<file path="config.mk">
export PLATFORM = sky130hd
export DESIGN_NAME = uwl_load_merge
export DESIGN_NICKNAME = d
export VERILOG_FILES = /design/src/uwl_pkg.sv /design/src/uwl_merge_if.sv /design/src/uwl_byte_merge.sv /design/src/uwl_load_merge.sv
export SDC_FILE = /design/constraint.sdc
export NUM_CORES = 1
export LEC_CHECK = 0
export BUFFER_PORTS_ARGS = -buffer_cell sky130_fd_sc_hd__clkbuf_2
export CORE_MARGIN = 2
export CORE_UTILIZATION = 29
export DETAILED_ROUTE_END_ITERATION = 8
export GPL_TIMING_DRIVEN = 0
export PLACE_DENSITY_LB_ADDON = 0.15
export SETUP_SLACK_MARGIN = 0.15
export SLEW_MARGIN = 20
export SYNTH_ARGS = -nofsm -noshare
export SYNTH_HDL_FRONTEND = slang
export SYNTH_SLANG_ARGS = --single-unit
</file>
<file path="constraint.sdc">
create_clock -name clk_i -period 16.5 [get_ports clk_i]
set_input_delay 4.95 -clock clk_i [delete_from_list [all_inputs] [get_ports clk_i]]
set_output_delay 4.95 -clock clk_i [all_outputs]
set_load 0.02 [all_outputs]
</file>
<file path="src/uwl_pkg.sv">
package uwl_pkg;
	// ----------------------------------------------------------------
	// widths
	// ----------------------------------------------------------------
	localparam int XLEN = 64;
	localparam int WORD_W = 32;
	localparam int OFS_W = 16;
	localparam int BYTE_W = 8;
	localparam int LANES = 4;
	localparam int DEST_W = 5;

	// ----------------------------------------------------------------
	// address fields and fixed values
	// ----------------------------------------------------------------
	localparam int DW_LOW_W = 3;
	localparam logic [1:0] WORD_ALIGN_OK = 2'h0;
	localparam logic [2:0] DW_BASE = 3'h0;
	localparam logic [1:0] SEL_FIRST = 2'h0;
	localparam logic [1:0] SEL_LAST = 2'h3;
	localparam logic [31:0] UPPER_ZERO = 32'h0000_0000;
	localparam logic KEEP_UPPER_DEFAULT = 1'b0;

	// ----------------------------------------------------------------
	// operations and states
	// ----------------------------------------------------------------
	typedef enum logic [1:0] {
		OP_LOAD_WORD_LEFT_PART = 2'h0,
		OP_LOAD_WORD_RIGHT_PART = 2'h1,
		OP_LOAD_WORD_ZERO_EXTEND = 2'h2,
		OP_INDEXED_FP_WORD_LOAD = 2'h3
	} uwl_op_t;

	typedef enum logic [1:0] {
		ST_IDLE = 2'h0,
		ST_WAIT = 2'h1
	} uwl_state_t;
endpackage

</file>
<file path="src/uwl_merge_if.sv">
interface uwl_merge_if;
	logic is_left;
	logic [1:0] byte_sel;
	logic [uwl_pkg::WORD_W-1:0] mem_word;
	logic [uwl_pkg::WORD_W-1:0] old_word;
	logic [uwl_pkg::WORD_W-1:0] merged;
	// high for the left part always, for the right part only when byte_sel is 0
	logic sign_loaded;

	modport ctrl (
		output is_left,
		output byte_sel,
		output mem_word,
		output old_word,
		input merged,
		input sign_loaded
	);

	modport merger (
		input is_left,
		input byte_sel,
		input mem_word,
		input old_word,
		output merged,
		output sign_loaded
	);
endinterface

</file>
<file path="src/uwl_byte_merge.sv">
module uwl_byte_merge (
	// merge request and result
	uwl_merge_if.merger m
);
	// ----------------------------------------------------------------
	// per-lane byte steering
	// ----------------------------------------------------------------
	// lane + sel >= 3 means the lane lies in the loaded part of a left
	// load; lane + sel <= 3 likewise for a right load
	genvar i;
	generate
		for (i = 0; i < uwl_pkg::LANES; i++) begin : g_lane
			localparam logic [2:0] LANE = 3'(i);
			wire [2:0] sum = LANE + {1'b0, m.byte_sel};
			wire left_take = sum >= 3'h3;
			wire right_take = sum <= 3'h3;
			wire take = m.is_left ? left_take : right_take;
			wire [1:0] src = m.is_left ? (sum[1:0] + 2'h1) : sum[1:0];
			wire [7:0] src_byte = m.mem_word[src*uwl_pkg::BYTE_W +: 8];
			wire [7:0] old_byte = m.old_word[i*uwl_pkg::BYTE_W +: 8];
			assign m.merged[i*uwl_pkg::BYTE_W +: 8] =
				take ? src_byte : old_byte;
		end
	endgenerate

	assign m.sign_loaded = m.is_left || (m.byte_sel == uwl_pkg::SEL_FIRST);
endmodule

</file>
<file path="src/uwl_load_merge.sv">
// How it works
// - left load sign-fills upper thirty-two bits
// - left load fills high bytes, keeps low
// - right address marks lowest byte of word
// - right load writes bytes into low part
// - right load keeps untouched high bytes
// - full right load copies bit 31 upward
// - partial right: keep upper or copy 31
// - left plus right gives sign-extended word
// - address is base plus sign-extended offset
// - bytes chosen by offset and endianness
// - partial load to little-endian memory clears low address bits
// - unsigned load zero-fills upper bits
// - misaligned unsigned load faults, no access
// - unsigned load may raise reserved instruction
// - indexed address is base plus index
// - indexed load writes low float word
// - indexed load upper bits left zero
// - misaligned indexed load raises address error
// - partial loads never zero-extend
// - back-to-back partial loads merge forwarded data
module uwl_load_merge #(
	parameter logic KEEP_UPPER = uwl_pkg::KEEP_UPPER_DEFAULT
) (
	// clock and reset
	input wire logic clk_i,
	input wire logic reset_n_i,
	// request from the load/store pipeline
	input wire logic req_valid_i,
	input wire uwl_pkg::uwl_op_t req_op_i,
	input wire logic [uwl_pkg::DEST_W-1:0] req_dest_i,
	input wire logic [uwl_pkg::XLEN-1:0] req_base_i,
	input wire logic [uwl_pkg::XLEN-1:0] req_index_i,
	input wire logic [uwl_pkg::OFS_W-1:0] req_offset_i,
	input wire logic [uwl_pkg::XLEN-1:0] req_old_value_i,
	input wire logic cpu_big_endian_flag_i,
	input wire logic endian_reverse_flag_i,
	input wire logic memory_big_endian_flag_i,
	input wire logic zero_extend_enable_i,
	output logic ready_o,
	// data memory
	output logic mem_req_o,
	output logic [uwl_pkg::XLEN-1:0] mem_addr_o,
	input wire logic mem_rvalid_i,
	input wire logic [uwl_pkg::XLEN-1:0] mem_rdata_i,
	// writeback
	output logic wb_valid_o,
	output logic [uwl_pkg::DEST_W-1:0] wb_dest_o,
	output logic wb_float_o,
	output logic [uwl_pkg::XLEN-1:0] wb_data_o,
	output logic addr_error_o,
	output logic reserved_instr_o
);
	// ----------------------------------------------------------------
	// declarations
	// ----------------------------------------------------------------
	uwl_pkg::uwl_state_t state;
	uwl_pkg::uwl_state_t next_state;
	uwl_pkg::uwl_op_t op_q;
	logic [uwl_pkg::XLEN-1:0] old_q;
	logic [uwl_pkg::XLEN-1:0] ea_q;
	logic [1:0] bsel_q;
	logic half_q;
	logic fwd_valid;
	logic [uwl_pkg::DEST_W-1:0] fwd_dest;
	logic [uwl_pkg::XLEN-1:0] fwd_data;

	uwl_merge_if mg ();

	// ----------------------------------------------------------------
	// request decode
	// ----------------------------------------------------------------
	wire take = req_valid_i && ready_o;
	wire is_left = req_op_i == uwl_pkg::OP_LOAD_WORD_LEFT_PART;
	wire is_right = req_op_i == uwl_pkg::OP_LOAD_WORD_RIGHT_PART;
	wire is_zext = req_op_i == uwl_pkg::OP_LOAD_WORD_ZERO_EXTEND;
	wire is_fp = req_op_i == uwl_pkg::OP_INDEXED_FP_WORD_LOAD;
	wire is_part = is_left || is_right;

	wire [uwl_pkg::XLEN-1:0] offset_ext = {
		{(uwl_pkg::XLEN - uwl_pkg::OFS_W){req_offset_i[uwl_pkg::OFS_W-1]}},
		req_offset_i
	};
	wire [uwl_pkg::XLEN-1:0] ea_offset = req_base_i + offset_ext;
	wire [uwl_pkg::XLEN-1:0] ea_index = req_base_i + req_index_i;
	wire [uwl_pkg::XLEN-1:0] virtual_address =
		is_fp ? ea_index : ea_offset;

	// partial loads are allowed at any byte; the others must be aligned
	wire misalign = virtual_address[1:0] != uwl_pkg::WORD_ALIGN_OK;
	wire align_fault = !is_part && misalign;
	wire rsvd_fault = is_zext && !zero_extend_enable_i;
	wire fault = align_fault || rsvd_fault;
	wire issue = take && !fault;

	// ----------------------------------------------------------------
	// memory address
	// ----------------------------------------------------------------
	// no translation here: the virtual address goes out as is, with the
	// reverse-endian swap of the low bits applied, or those bits cleared for a partial load to little-endian memory
	wire [2:0] part_swap = {3{endian_reverse_flag_i}};
	wire [2:0] word_swap = {endian_reverse_flag_i, 2'h0};
	wire [2:0] low_swapped = virtual_address[2:0] ^
		(is_part ? part_swap : word_swap);
	wire clear_low = is_part && !memory_big_endian_flag_i;
	wire [2:0] low_final = clear_low ? uwl_pkg::DW_BASE : low_swapped;
	wire [uwl_pkg::XLEN-1:0] phys_addr = {
		virtual_address[uwl_pkg::XLEN-1:uwl_pkg::DW_LOW_W],
		low_final
	};

	// ----------------------------------------------------------------
	// byte and half selection
	// ----------------------------------------------------------------
	// the same half flip serves aligned and partial words
	wire [1:0] byte_sel =
		virtual_address[1:0] ^ {2{cpu_big_endian_flag_i}};
	wire half_sel = virtual_address[2] ^ cpu_big_endian_flag_i;

	// ----------------------------------------------------------------
	// forwarding between back-to-back partial loads
	// ----------------------------------------------------------------
	// the pipeline's copy of the old value may still be stale when a
	// partial load follows one to the same register, so use our own
	wire fwd_hit = is_part && fwd_valid && (fwd_dest == req_dest_i);
	wire [uwl_pkg::XLEN-1:0] old_sel =
		fwd_hit ? fwd_data : req_old_value_i;

	// ----------------------------------------------------------------
	// result forming
	// ----------------------------------------------------------------
	wire finish = (state == uwl_pkg::ST_WAIT) && mem_rvalid_i;
	wire [uwl_pkg::WORD_W-1:0] mem_word = half_q ?
		mem_rdata_i[uwl_pkg::XLEN-1:uwl_pkg::WORD_W] :
		mem_rdata_i[uwl_pkg::WORD_W-1:0];

	assign mg.is_left = op_q == uwl_pkg::OP_LOAD_WORD_LEFT_PART;
	assign mg.byte_sel = bsel_q;
	assign mg.mem_word = mem_word;
	assign mg.old_word = old_q[uwl_pkg::WORD_W-1:0];

	uwl_byte_merge u_merge (
		.m(mg)
	);

	wire [uwl_pkg::WORD_W-1:0] sign_fill =
		{uwl_pkg::WORD_W{mg.merged[uwl_pkg::WORD_W-1]}};
	wire [uwl_pkg::WORD_W-1:0] right_keep = KEEP_UPPER ?
		old_q[uwl_pkg::XLEN-1:uwl_pkg::WORD_W] :
		{uwl_pkg::WORD_W{old_q[uwl_pkg::WORD_W-1]}};
	// either order of left and right ends sign-extended, since the left
	// part always fills and a partial right part keeps bit 31 unchanged
	wire [uwl_pkg::WORD_W-1:0] part_upper =
		mg.sign_loaded ? sign_fill : right_keep;
	wire [uwl_pkg::XLEN-1:0] part_result = {part_upper, mg.merged};
	// upper float bits are free; zero keeps the result deterministic
	wire [uwl_pkg::XLEN-1:0] word_result =
		{uwl_pkg::UPPER_ZERO, mem_word};
	wire op_q_part = (op_q == uwl_pkg::OP_LOAD_WORD_LEFT_PART) ||
		(op_q == uwl_pkg::OP_LOAD_WORD_RIGHT_PART);
	wire [uwl_pkg::XLEN-1:0] result = op_q_part ? part_result : word_result;

	// ----------------------------------------------------------------
	// sequencing
	// ----------------------------------------------------------------
	always_comb begin
		next_state = state;
		case (state)
			uwl_pkg::ST_IDLE: begin
				if (issue) begin
					next_state = uwl_pkg::ST_WAIT;
				end
			end
			uwl_pkg::ST_WAIT: begin
				if (mem_rvalid_i) begin
					next_state = uwl_pkg::ST_IDLE;
				end
			end
			default: begin
				next_state = uwl_pkg::ST_IDLE;
			end
		endcase
	end

	always_ff @(posedge clk_i) begin
		if (!reset_n_i) begin
			state <= uwl_pkg::ST_IDLE;
			ready_o <= 1'b1;
		end else begin
			state <= next_state;
			ready_o <= next_state == uwl_pkg::ST_IDLE;
		end
	end

	// request fields are captured once, at take
	always_ff @(posedge clk_i) begin
		if (!reset_n_i) begin
			op_q <= uwl_pkg::OP_LOAD_WORD_LEFT_PART;
			old_q <= '0;
			ea_q <= '0;
			bsel_q <= 2'h0;
			half_q <= 1'b0;
		end else if (take) begin
			op_q <= req_op_i;
			old_q <= old_sel;
			ea_q <= virtual_address;
			bsel_q <= byte_sel;
			half_q <= half_sel;
		end
	end

	always_ff @(posedge clk_i) begin
		if (!reset_n_i) begin
			mem_req_o <= 1'b0;
			mem_addr_o <= '0;
		end else begin
			mem_req_o <= issue;
			if (issue) begin
				mem_addr_o <= phys_addr;
			end
		end
	end

	always_ff @(posedge clk_i) begin
		if (!reset_n_i) begin
			wb_valid_o <= 1'b0;
			addr_error_o <= 1'b0;
			reserved_instr_o <= 1'b0;
		end else begin
			wb_valid_o <= (take && fault) || finish;
			// decode fault outranks the address check
			addr_error_o <= take && align_fault && !rsvd_fault;
			reserved_instr_o <= take && rsvd_fault;
		end
	end

	always_ff @(posedge clk_i) begin
		if (!reset_n_i) begin
			wb_dest_o <= '0;
			wb_float_o <= 1'b0;
			wb_data_o <= '0;
		end else begin
			if (take) begin
				wb_dest_o <= req_dest_i;
				wb_float_o <= is_fp;
			end
			if (finish) begin
				wb_data_o <= result;
			end
		end
	end

	// only the load right before may forward
	always_ff @(posedge clk_i) begin
		if (!reset_n_i) begin
			fwd_valid <= 1'b0;
			fwd_dest <= '0;
			fwd_data <= '0;
		end else if (finish) begin
			fwd_valid <= op_q_part;
			fwd_dest <= wb_dest_o;
			fwd_data <= result;
		end else if (take) begin
			fwd_valid <= 1'b0;
		end
	end

	// ----------------------------------------------------------------
	// checks
	// ----------------------------------------------------------------
	chk_left_sign_fill: assert property (@(posedge clk_i)
		disable iff (!reset_n_i)
		finish && op_q == uwl_pkg::OP_LOAD_WORD_LEFT_PART |=>
		wb_valid_o && wb_data_o[63:32] == {32{wb_data_o[31]}})
		else $error("left load upper bits not sign filled");

	chk_left_byte_place: assert property (@(posedge clk_i)
		disable iff (!reset_n_i)
		finish && op_q == uwl_pkg::OP_LOAD_WORD_LEFT_PART &&
		bsel_q == uwl_pkg::SEL_FIRST |->
		result[31:24] == mem_word[7:0] && result[23:0] == old_q[23:0])
		else $error("left load bytes misplaced");

	chk_right_byte_place: assert property (@(posedge clk_i)
		disable iff (!reset_n_i)
		finish && op_q == uwl_pkg::OP_LOAD_WORD_RIGHT_PART &&
		bsel_q == uwl_pkg::SEL_LAST |->
		result[7:0] == mem_word[31:24] && result[31:8] == old_q[31:8])
		else $error("right load bytes misplaced");

	chk_right_full_sign: assert property (@(posedge clk_i)
		disable iff (!reset_n_i)
		finish && op_q == uwl_pkg::OP_LOAD_WORD_RIGHT_PART &&
		bsel_q == uwl_pkg::SEL_FIRST |->
		result == {{32{mem_word[31]}}, mem_word})
		else $error("full right load not sign extended");

	chk_right_part_upper: assert property (@(posedge clk_i)
		disable iff (!reset_n_i)
		finish && op_q == uwl_pkg::OP_LOAD_WORD_RIGHT_PART &&
		bsel_q != uwl_pkg::SEL_FIRST |->
		result[63:32] == (KEEP_UPPER ? old_q[63:32] : {32{old_q[31]}}))
		else $error("partial right load upper bits wrong");

	chk_zext_upper_zero: assert property (@(posedge clk_i)
		disable iff (!reset_n_i)
		finish && op_q == uwl_pkg::OP_LOAD_WORD_ZERO_EXTEND |=>
		wb_data_o == {32'h0000_0000, $past(mem_word)})
		else $error("unsigned load not zero extended");

	chk_zext_misalign: assert property (@(posedge clk_i)
		disable iff (!reset_n_i)
		take && is_zext && zero_extend_enable_i && misalign |=>
		// a fault never drops ready; the cycle after may take anew
		wb_valid_o && addr_error_o && !mem_req_o && ready_o)
		else $error("misaligned unsigned load not faulted");

	chk_fp_misalign: assert property (@(posedge clk_i)
		disable iff (!reset_n_i)
		take && is_fp && misalign |=>
		addr_error_o && wb_valid_o && !mem_req_o)
		else $error("misaligned indexed load not faulted");

	chk_le_addr_clear: assert property (@(posedge clk_i)
		disable iff (!reset_n_i)
		take && is_part && !memory_big_endian_flag_i |=>
		mem_req_o && mem_addr_o[2:0] == 3'h0 &&
		mem_addr_o[63:3] == ea_q[63:3])
		else $error("little endian partial address not cleared");

	chk_fp_low_word: assert property (@(posedge clk_i)
		disable iff (!reset_n_i)
		finish && op_q == uwl_pkg::OP_INDEXED_FP_WORD_LOAD |=>
		wb_float_o && wb_data_o[31:0] == $past(mem_word))
		else $error("indexed load low word wrong");

	chk_fwd_merge: assert property (@(posedge clk_i)
		disable iff (!reset_n_i)
		take && fwd_hit |=> old_q == $past(fwd_data))
		else $error("back to back partial load not forwarded");

	chk_rsvd_no_access: assert property (@(posedge clk_i)
		disable iff (!reset_n_i)
		take && rsvd_fault |=>
		reserved_instr_o && !addr_error_o && !mem_req_o)
		else $error("reserved unsigned load not refused");
endmodule

</file>
Yosys cells after proc, flatten, opt, wreduce, memory -nomap -nowiden
Cells that the tools add are included.
W data, S select, Z words.
{"block": "classes", "bitwise": 3, "addsub": 9, "mux": 24, "shifts": 4, "order_cmp": 8, "eq_ne": 6, "reduce_logical": 29}
{"op": "$add A64 B64 Y64", "count": 2}
{"op": "$mux W64", "count": 2}
{"op": "$shiftx A32 B6 Y8", "count": 4}
{"op": "$mux W32", "count": 3}
{"op": "$mux W8", "count": 4}
{"op": "$mux W2", "count": 7}
{"op": "$logic_and A1 B1 Y1", "count": 12}
{"op": "$logic_not A2 Y1", "count": 5}
{"op": "$ge A3 B2 Y1 const B", "count": 3}
{"op": "$le A3 B2 Y1 const B", "count": 3}
{"op": "$add A2 B1 Y2 const B", "count": 4}
{"op": "$add A2 B2 Y3 const A", "count": 2}
{"op": "$eq A2 B1 Y1 const B", "count": 3}
{"op": "$mux W1", "count": 6}
{"op": "$eq A5 B5 Y1", "count": 1}
{"op": "$logic_not A1 Y1", "count": 5}
{"op": "$logic_or A1 B1 Y1", "count": 5}
{"op": "$eq A2 B2 Y1 const B", "count": 2}
{"op": "$pmux W2 S2", "count": 1}
{"op": "$reduce_bool A2 Y1", "count": 2}
{"op": "$add A1 B2 Y3 const A", "count": 1}
{"op": "$mux W3", "count": 1}
{"op": "$xor A3 B3 Y3", "count": 1}
{"op": "$ge A2 B2 Y1 const B", "count": 1}
{"op": "3 further kinds", "count": 3}
{"block": "word_totals", "output_inout_bits": 139, "input_bits": 287, "word_cells": 99, "register_bits": 184}

Longest topological paths before layout
Gate-level depths: netlist of run 1.
{"block": "depth", "word_depth": 10, "mapped_depth": 18}

Hierarchy
Synthesis of run 1 repeated with hierarchy kept, for this count alone.
{"block": "hier_totals", "hier_cells": 1662, "hier_area_um2": 13235.2}
{"mod": "uwl_load_merge", "cells_each": 1399, "instances": 1, "area_per_inst_um2": 11245.8, "seq_area_each_um2": 3062.9}
{"mod": "uwl_byte_merge", "cells_each": 263, "instances": 1, "area_per_inst_um2": 1989.4, "seq_area_each_um2": 0.0}

Least setup slack after synthesis of run 1
OpenSTA, ideal clock, no wires.
{"block": "synth_timing", "path_kind": "input -> register", "start": "in req_op_i[1]", "end": "reg mem_addr_o[56] (netlist name)", "slack_ns": 7.679, "t_required_ns": 16.378, "path_buffers": 3, "arrival_ns": 8.700, "stages": 17, "path_cell_list": "clkbuf_1 -> and2_1 -> clkbuf_1 -> clkbuf_1 -> mux2_2 -> ha_1 -> inv_1 -> fa_1 -> or2b_1 -> a21oi_1 -> o21ai_1 -> a21oi_2 -> a31o_2 -> a41oi_4 -> o41ai_4 -> a21oi_1 -> a221o_1"}
{"block": "synth_between", "elab_chain_len": 7}
{"element": "start, declared", "line_no": "uwl_load_merge.sv:30", "text": "input wire uwl_pkg::uwl_op_t req_op_i,"}
{"element": "$eq A2 B2 Y1, or another cell as far along", "line_no": "uwl_load_merge.sv:77", "text": "wire is_fp = req_op_i == uwl_pkg::OP_INDEXED_FP_WORD_LOAD;"}
{"element": "$mux W64 or $logic_or A1 B1 Y1 (tied branches)", "line_no": "uwl_load_merge.sv:87, uwl_load_merge.sv:78"}
{"element": "$reduce_bool A2 Y1 or $logic_not A1 Y1 (tied branches)", "line_no": "uwl_load_merge.sv:90, uwl_load_merge.sv:91"}
{"element": "$logic_and A1 B1 Y1", "line_no": "uwl_load_merge.sv:91", "text": "wire align_fault = !is_part && misalign;"}
{"element": "$logic_or A1 B1 Y1", "line_no": "uwl_load_merge.sv:93", "text": "wire fault = align_fault || rsvd_fault;"}
{"element": "$logic_not A1 Y1", "line_no": "uwl_load_merge.sv:94", "text": "wire issue = take && !fault;"}
{"element": "$logic_and A1 B1 Y1", "line_no": "uwl_load_merge.sv:94"}
{"element": "end signal, assigned", "line_no": "uwl_load_merge.sv:219", "text": "mem_addr_o <= phys_addr;"}
{"element": "end, declared", "line_no": "uwl_load_merge.sv:43", "text": "output logic [uwl_pkg::XLEN-1:0] mem_addr_o,"}
Parallel ways exist; a longest one is shown, timed or not.
A chain may end at the register's enable or synchronous reset.

Worst setup path in the final report of run 1
{"block": "layout_timing", "start": "in req_op_i[1]", "end": "reg mem_addr_o[47] (netlist name)"}
Same word-level chain as after synthesis.

==> flow_summary.yaml, run 1 <==
setup_path:
  max_stage_delay_ps: 720
  path_buf_inv: 7
  crit_fanout: 10
  cp_common_cell: "clkbuf_1"
  startpoint_type: "input port"
  crit_chain: "clkbuf_2, clkbuf_1, and2_1, clkbuf_1, clkbuf_1, mux2_2, ha_1, inv_1, fa_1, nor2b_1, o21ai_0, a21oi_1, clkbuf_1, clkbuf_1, nand2_1, a21oi_1"
  critPathRequiredTime_ps: 16870
  critical_path_class: "input port to register"
  cp.arrival_ps: 10670
  crit_family: "buffers and inverters"
  end_kind: "register"
  slowest_stage: "clkbuf_1"
global_route:
  grt_pass1_wl_mm: 73.6
  antenna_found_initial: 0
  grt_pass1_vias: 12500
  track_usage_pct: 21.8
  grt_max_degree: 34
  grt-ovfl-total: 0
cells_and_area:
  layout-drive-gt1-share_pct: 26.4
  final_cell_mix: "395 x clkbuf_2, 209 x nand2_1, 163 x mux2i_1"
  multi_input_area_um2: 8430
  syn_to_final_growth_pct: 26.5
  nFillCells: 4504
  nets: 2314
  n_antenna_cell: 0
  seq_area_um2: 3060
  final_common_cell: "clkbuf_2"
synth:
  synthArstFlopShare_pct: 0
  yosysWarningCount: 0
  synth_edf_count: 0
  ys_seq_area_share_pct: 25.0
  synth_flop_cell: "dfxtp_1"
  postSynthAreaPerCell_um2: 7.95
  netlist_area_um2: 12200
  synth_cell_types: 86
  synth_cells: 1540
  synth_fp_nets: 1903
  yosys_register_bits: 153
job:
  maxCapViolations: 0
drt:
  totalWireLength_mm: 48.5
  drt-initial-drc-count: 597
  ant_nets: 0
  route.detailed.drc: 0
  wl_per_cell_um: 19.4
  routed_via_density: 5.05
  firstDrtPassIters: 5
  vias: 12600
floorplan:
  fp.dieW_um: 209
  initial_core_util_pct: 29.3
  core_um2: 41800
  dieArea_um2: 43900
  die-height_um: 209
  ios: 426
  fp-row-count: 75
timing:
  setup_viol: 0
  fin_crit_ps: 10310
  slew_headroom_pct: 26.0
  max_clock_freq_ghz: 0.0970
  final-hold-violation-count: 0
  rsz0062_at_grt: "no"
  setup_ws_ps: 6190
  clock_skew_ps: 9.98
  period_share_pct: 62.5
  finalSetupTns_ps: 0
  drv_slew: 0
  tightest_slew_ps: 1080
placement:
  io_buffers: 392
  dpl.hpwl_mm: 40.0
  routabilityCongestion: 0.915
  dp_slack_ps: 5690
cts:
  cts_sinks: 153
  htree_levels: 4
  cts_buffer_depth: 2
  post_cts_resize_count: 0
  cts_buffers: 17
  cts_tree: "done"
  hold_buffers: 0
  clk_pin_slew_ps: 70
  root_buffer: "clkbuf_16"
  clk_latency_ps: 440
  post-cts-setup-buffer-count: 0
power_and_ir_drop:
  p_switching_uw: 516
  power_density_nw_per_um2: 88.8
  sw_frac_of_total_pct: 37.5
  seqPwrFrac_pct: 30.2
  p_leak_uw: 0.00764
  p_int_uw: 859
  power_frac_clock_pct: 30.4
  combPwrFrac_pct: 39.3
  peakVddDrop_v: 0.0000502
hold_path:
  min_path_type: "register to register"
status:
  outcome: "complete, no violations"
## path summary, 6_finish.rpt
check | start | to | slack (ps) | cells past startpoint
max | req_op_i[1] | mem_addr_o[47] | 6190 | 16
min | state[1] | state[0] | 430 | 1
max reg2reg | op_q[1] | fwd_data[17] | 13240 | 10
min reg2reg | state[1] | state[0] | 430 | 1
## state kept, by name, summed over array words and instances, names as in the netlist
register	cells
addr_error_o	1
wb_dest_o	5
op_q	2
state	2
reserved_instr_o	1
old_q	32
mem_req_o	1
fwd_data	33
fwd_dest	5
wb_float_o	1
mem_addr_o	64
half_q	1
ready_o	1
wb_valid_o	1
fwd_valid	1
bsel_q	2
## layout make-up
type                    instances  share of cell area, %
multi-input cells            1228                   54.4
flip-flops and latches        153                   19.8
repair buffers                392                   12.7
well taps                     539                   4.36
plain buffers                 132                   4.18
clock buffers                  22                   3.13
clock inverters                 7                  0.760
inverters                      27                  0.655
## stage by stage
step | instances | total power [uW] | hold slack, ps | utilization [%] | instance area (um2)
after floorplan | 1540 | 783 | 413 | - | 12200
after global placement | 2471 | 963 | 424 | 35.6 | 14900
after detailed placement | 2471 | 963 | 430 | 35.6 | 14900
after CTS | 2500 | 1380 | 434 | 37.1 | 15500
after global routing | 2500 | 1450 | 461 | 37.1 | 15500
final | 2500 | 1370 | 433 | 37.1 | 15500
## cells in the mapped netlist (4+ instances only)
cell / n / area share, %
nor3_1: 49 / 2.0
a31oi_1: 5 / 0.26
buf_2: 13 / 0.53
nand3_1: 25 / 1.0
o211ai_1: 11 / 0.67
a21oi_2: 5 / 0.36
xnor2_1: 33 / 2.4
nor4_1: 5 / 0.26
dfxtp_1: 153 / 25
mux2i_1: 163 / 13
a21boi_0: 26 / 1.6
buf_4: 33 / 2.0
buf_1: 8 / 0.25
a211oi_1: 13 / 0.80
a221o_1: 4 / 0.33
nor2_1: 117 / 3.6
ha_1: 75 / 7.7
or3_1: 4 / 0.20
o21a_1: 7 / 0.43
nand4_1: 24 / 1.2
mux2_2: 17 / 1.6
nor2b_1: 7 / 0.36
o21ai_1: 6 / 0.25
o21ai_0: 101 / 4.1
inv_1: 26 / 0.80
a21oi_1: 83 / 3.4
nand2_1: 209 / 6.4
clkbuf_1: 74 / 2.3
xor2_1: 19 / 1.4
and2_1: 28 / 1.4
o21bai_1: 13 / 0.80
o211a_1: 29 / 2.4
and3_1: 8 / 0.41
a21o_1: 68 / 4.2
## worst reg2reg max path, stage by stage (launching register included)
cell and delay, ps:
dfxtp_1 300, buf_4 180, nor2_1 370, mux2i_1 940, buf_2 480, mux2i_1 390
nand2_1 90, o21ai_0 100, mux2i_1 90, nor2_1 120, nor3_1 60
## per-layer routing
metal / vias up / share of wire (%) / global-route usage [%] / routed length [um]
li1: 6318 / - / - / -
met1: 5889 / 45 / 27.6 / 21900
met2: 362 / 49 / 38.6 / 23700
met3: 49 / 4.0 / 2.92 / 1940
met4: 2 / 2.2 / 6.35 / 1070
met5: - / 0.027 / 0 / 13
## cells by family (layout without fill, tap and decap cells)
group / after synthesis / count (layout) / share of synthesized area, %
AOI/OAI and AO/OA: 415 / 415 / 23.6
xor gates and xnor gates: 52 / 52 / 3.72
adders and majority gates: 76 / 76 / 7.83
buffers and inverters: 159 / 580 / 6.11
DFF: 153 / 153 / 25.0
muxes: 180 / 180 / 14.9
other: 1 / 1 / 0.0306
and+or+nand+nor: 504 / 504 / 18.8
## power by group through the flow
stage               Sequential [uW]  Clock, uW  Combinational (uW)
CTS                             416        425                 542
global route                    419        441                 594
floorplan                       442          0                 340
global placement                424          0                 539
detailed placement              424          0                 539
finish                          416        418                 541
(Power assumes the default switching activity.)
==> run 2, diff against run 1 <==
clock period = 8.59 ns   (was 16.5 ns; I/O delays follow)
==> run 2 against run 1 <==
  * Sequential cell count stayed put
  * Clock-buffer cell count stayed put
  * Cell count stayed put
  * Sequential share of layout area hardly changed
  * Sequential power is 92% higher
  * Clock skew hardly changed
==> flow_summary.yaml, run 2 (synthesis results as in run 1) <==
status:
  outcome: "complete, no violations"
global_route:
  grt_pass1_wl_mm: 73.6
  grt_pass1_vias: 12500
  grt-ovfl-total: 0
  track_usage_pct: 21.8
  antenna_found_initial: 0
  grt_max_degree: 34
power_and_ir_drop:
  p_switching_uw: 990
  power_density_nw_per_um2: 171
  sw_frac_of_total_pct: 37.5
  peakVddDrop_v: 0.0000964
  p_int_uw: 1650
  p_leak_uw: 0.00764
  power_frac_clock_pct: 30.4
  combPwrFrac_pct: 39.3
  seqPwrFrac_pct: 30.2
cells_and_area:
  nets: 2314
  largest_reg_flops: 64
  stdcell_count: 2500
  top_register: "mem_addr_o"
  reg.largest.list: "mem_addr_o x64, fwd_data x33, old_q x32"
  final_common_cell: "clkbuf_2"
  layout-drive-gt1-share_pct: 26.5
  n_antenna_cell: 0
  final_cell_mix: "396 x clkbuf_2, 209 x nand2_1, 163 x mux2i_1"
  syn_to_final_growth_pct: 26.5
placement:
  dp_slack_ps: 150
  io_buffers: 392
  dpl.hpwl_mm: 40.0
  place_inst: 2471
  routabilityCongestion: 0.915
drt:
  totalWireLength_mm: 48.5
  wl_per_cell_um: 19.4
  ant_nets: 0
  vias: 12600
  route.detailed.drc: 0
  routed_via_density: 5.05
  firstDrtPassIters: 5
  drt-initial-drc-count: 597
setup_path:
  cp_common_cell: "clkbuf_1"
  path_buf_inv: 7
  end_kind: "register"
  slowest_stage: "a21oi_1"
  cp.arrival_ps: 7970
  crit_chain: "clkbuf_2, clkbuf_1, and2_1, clkbuf_2, clkbuf_1, mux2_2, ha_1, inv_1, fa_1, nor2b_1, o21ai_0, a21oi_1, clkbuf_1, clkbuf_1, nand2_1, a21oi_1"
  startpoint_type: "input port"
  crit_fanout: 10
  critical_path_class: "input port to register"
  max_stage_delay_ps: 650
  critPathRequiredTime_ps: 8960
  crit_family: "buffers and inverters"
cts:
  clk_pin_slew_ps: 70
  htree_levels: 4
  root_buffer: "clkbuf_16"
  cts_tree: "done"
  cts_buffer_depth: 2
  post-cts-setup-buffer-count: 0
  cts_sinks: 153
  clk_latency_ps: 440
  cts_buffers: 17
floorplan:
  dieArea_um2: 43900
  fp-row-count: 75
  core_um2: 41800
  initial_core_util_pct: 29.3
  die-height_um: 209
  fp.dieW_um: 209
  ios: 426
timing:
  rsz0062_at_grt: "no"
  period_share_pct: 88.6
  setup_viol: 0
  tightest_slew_ps: 1080
  drv_slew: 0
  final-hold-violation-count: 0
  max_clock_freq_ghz: 0.131
  setup_ws_ps: 982
  finalSetupTns_ps: 0
  clock_skew_ps: 9.82
  slew_headroom_pct: 26.0
  fin_crit_ps: 7610
job:
  maxCapViolations: 0
hold_path:
  min_path_type: "register to register"
run 2: cell counts in the layout (fill, tap and decap cells not counted):
Identical to the previous run, type by type.
run 2: power by group through the flow:
stage | clock network (uW) | registers, uW | logic, uW
2_1_floorplan | 0 | 850 | 654
3_3_place_gp | 0 | 814 | 1040
3_5_place_dp | 0 | 814 | 1030
4_1_cts | 817 | 799 | 1040
5_1_grt | 848 | 804 | 1140
6_report | 803 | 798 | 1040
run 2: area by class of cell:
| class | count | area (um2) |
|---|---|---|
| Clock buffer | 22 | 484 |
| Timing Repair Buffer | 392 | 1960 |
| Fill cell | 4503 | 26300 |
| Buffer | 132 | 648 |
| Multi-Input combinational cell | 1228 | 8430 |
| Sequential cell | 153 | 3060 |
| Inverter | 27 | 101 |
| Tap cell | 539 | 674 |
| Clock inverter | 7 | 118 |
run 2: what timing repair did:
item,4_1_cts,5_1_grt
resized for setup,0,3
hold buffers,0,0
endpoints found under the setup margin,0,2
run 2: layer usage:
layer	GRT usage, %	routed length, um
met1	27.6	21900
met2	38.6	23600
met3	2.92	1930
met4	6.35	1070
met5	0	13
run 2: worst paths after layout:
| kind | cells after the start | to | start | slack, ps |
|---|---|---|---|---|
| worst max-delay path | 16 | mem_addr_o[47] | req_op_i[1] | 980 |
| worst min-delay path | 1 | state[0] | state[1] | 430 |
| worst max register to register | 10 | fwd_data[17] | op_q[1] | 5330 |
| worst min register to register | 1 | state[0] | state[1] | 430 |
run 2: worst register-to-register path, delay by kind of cell, from the launching register on:
kind | cells | cell delay, ps
AO/OA/AOI/OAI | 1 | 100
buffers and inverters | 2 | 660
flip-flops | 1 | 300
AND/OR/NAND/NOR | 4 | 640
multiplexers | 3 | 1420
run 2: through the flow:
stage	power (uW)	utilization, %	area (um2)	hold WS [ps]
4_1_cts	2660	37.1	15500	434
3_5_place_dp	1850	35.6	14900	430
5_1_grt	2790	37.1	15500	461
3_3_place_gp	1850	35.6	14900	424
2_1_floorplan	1500	-	12200	413
6_report	2640	37.1	15500	433
==> run 3, diff against run 2 <==
REMOVE_ABC_BUFFERS = 1   (was not set)
clock period = 7.3 ns   (was 8.59 ns; I/O delays follow)
==> run 3 against run 2 <==
  * Register-to-register slack lost 1200 ps
  * Clock power grew 15%
  * Critical path type unchanged
  * Highest routed layer unchanged
  * Clock-buffer cell count fell by 2
  * Critical path depth decreased by 1
  * Sequential power rose by 18%
  * Cell count decreased by 4.1%
  * Combinational power up 14%
  * Worst hold slack improved by 14 ps
  * Sequential share of layout area increased by 0.29 points
  * Utilization shrank 0.50 points
  * Setup slack gained 170 ps
==> flow_summary.yaml, run 3 (synthesis results as in run 1) <==
cts:
  cts_buffer_depth: 2
  hold_buffers: 0
  post_cts_resize_count: 0
  root_buffer: "clkbuf_16"
  cts_buffers: 17
  cts_tree: "done"
  post-cts-setup-buffer-count: 0
  clk_latency_ps: 450
  cts_sinks: 153
  clk_pin_slew_ps: 70
  htree_levels: 4
cells_and_area:
  syn_to_final_growth_pct: 24.8
  nets: 2205
  nFillCells: 4406
  largest_reg_flops: 64
  seq_area_um2: 3070
  stdcell_count: 2398
  multi_input_area_um2: 8500
  final_cell_mix: "392 x clkbuf_2, 208 x nand2_1, 161 x mux2i_1"
  top_register: "mem_addr_o"
  reg.largest.list: "mem_addr_o x64, fwd_data x33, old_q x32"
  fin_util_pct: 36.6
  layout-drive-gt1-share_pct: 27.3
  final_common_cell: "clkbuf_2"
power_and_ir_drop:
  peakVddDrop_v: 0.000155
  sw_frac_of_total_pct: 37.3
  p_leak_uw: 0.00748
  p_switching_uw: 1140
  power.total_uw: 3050
  combPwrFrac_pct: 38.9
  seqPwrFrac_pct: 30.8
  p_int_uw: 1910
  power_frac_clock_pct: 30.3
  power_density_nw_per_um2: 200
timing:
  period_share_pct: 84.3
  fin_crit_ps: 6150
  setup_viol: 0
  tightest_slew_ps: 886
  clock_skew_ps: 8.58
  drv_slew: 0
  setup_ws_ps: 1150
  final-hold-violation-count: 0
  rsz0062_at_grt: "no"
  max_clock_freq_ghz: 0.163
  slew_headroom_pct: 40.9
global_route:
  grt_max_degree: 100
  grt_pass1_wl_mm: 66.1
  track_usage_pct: 19.1
  grt-ovfl-total: 0
  antenna_found_initial: 5
  grt_pass1_vias: 12100
setup_path:
  startpoint_type: "input port"
  critPathRequiredTime_ps: 7630
  crit_fanout: 19
  reg2reg_depth: 13
  slowest_stage: "nand2_1"
  critical_path_class: "input port to register"
  cp.arrival_ps: 6490
  max_stage_delay_ps: 540
  end_kind: "register"
  crit_chain: "clkbuf_2, and2_4, mux2_2, ha_1, inv_1, fa_1, nor2b_1, o21ai_0, a21oi_4, buf_16, nand2_1, clkinv_1, nand4_1, o311ai_0, or3_1"
drt:
  route.detailed.drc: 0
  ant_nets: 0
  vias: 12100
  routed_via_density: 5.06
  wl_per_cell_um: 17.6
  firstDrtPassIters: 5
  drt-initial-drc-count: 483
  totalWireLength_mm: 42.2
floorplan:
  initial_core_util_pct: 29.3
  ios: 426
  die-height_um: 209
  fp.dieW_um: 209
  fp-row-count: 75
  core_um2: 41800
  dieArea_um2: 43900
job:
  maxCapViolations: 0
placement:
  dpl.hpwl_mm: 32.3
  place_inst: 2362
  io_buffers: 393
  routabilityCongestion: 0.837
  dp_slack_ps: 595
status:
  outcome: "complete, no violations"
hold_path:
  min_path_type: "register to register"
  min_path_cells: 1
[run 3: per-stage QoR]
step,area [um2],TNS [ps],hold WS (ps)
final,15300,0,446
after global routing,15300,0,482
after CTS,15300,0,450
after detailed placement,14700,0,439
after global placement,14200,-178570,424
after floorplan,11600,0,413
[run 3: layout make-up]
cell class / instances / area share, %
Antenna cell: 4 / 0.0656
Clock buffer: 20 / 2.93
Multi-Input combinational cell: 1228 / 55.6
Timing Repair Buffer: 415 / 15.3
Inverter: 27 / 0.680
Tap cell: 539 / 4.42
Clock inverter: 12 / 0.918
Sequential cell: 153 / 20.1
[run 3: power by group through the flow]
stage | combinational (uW) | sequential (uW) | clock [uW]
floorplan | 739 | 1010 | 0
global placement | 1150 | 967 | 0
detailed placement | 1190 | 961 | 0
CTS | 1200 | 942 | 964
global route | 1320 | 950 | 993
finish | 1190 | 942 | 926
[run 3: final timing paths]
path,start,endpoint,slack [ps]
worst max-delay path,req_op_i[1],mem_addr_o[50],1150
worst min-delay path,state[1],state[0],450
worst max register to register,op_q[1],fwd_data[6],4100
worst min register to register,state[1],state[0],450
[run 3: critical path: cells and delay by family]
family | cells | cell delay (ps)
and+or+nand+nor | 5 | 1560
buffers and inverters | 4 | 1090
AOI/OAI and AO/OA | 3 | 570
adders and majority gates | 2 | 690
muxes | 1 | 350
[run 3: metal layers]
metal | GRT usage, % | routed length (um) | vias up
met5 | 0 | 13 | -
met4 | 7.04 | 897 | 2
met3 | 4.19 | 2360 | 48
met2 | 33.3 | 20200 | 359
met1 | 23.1 | 18700 | 5625
li1 | - | - | 6097
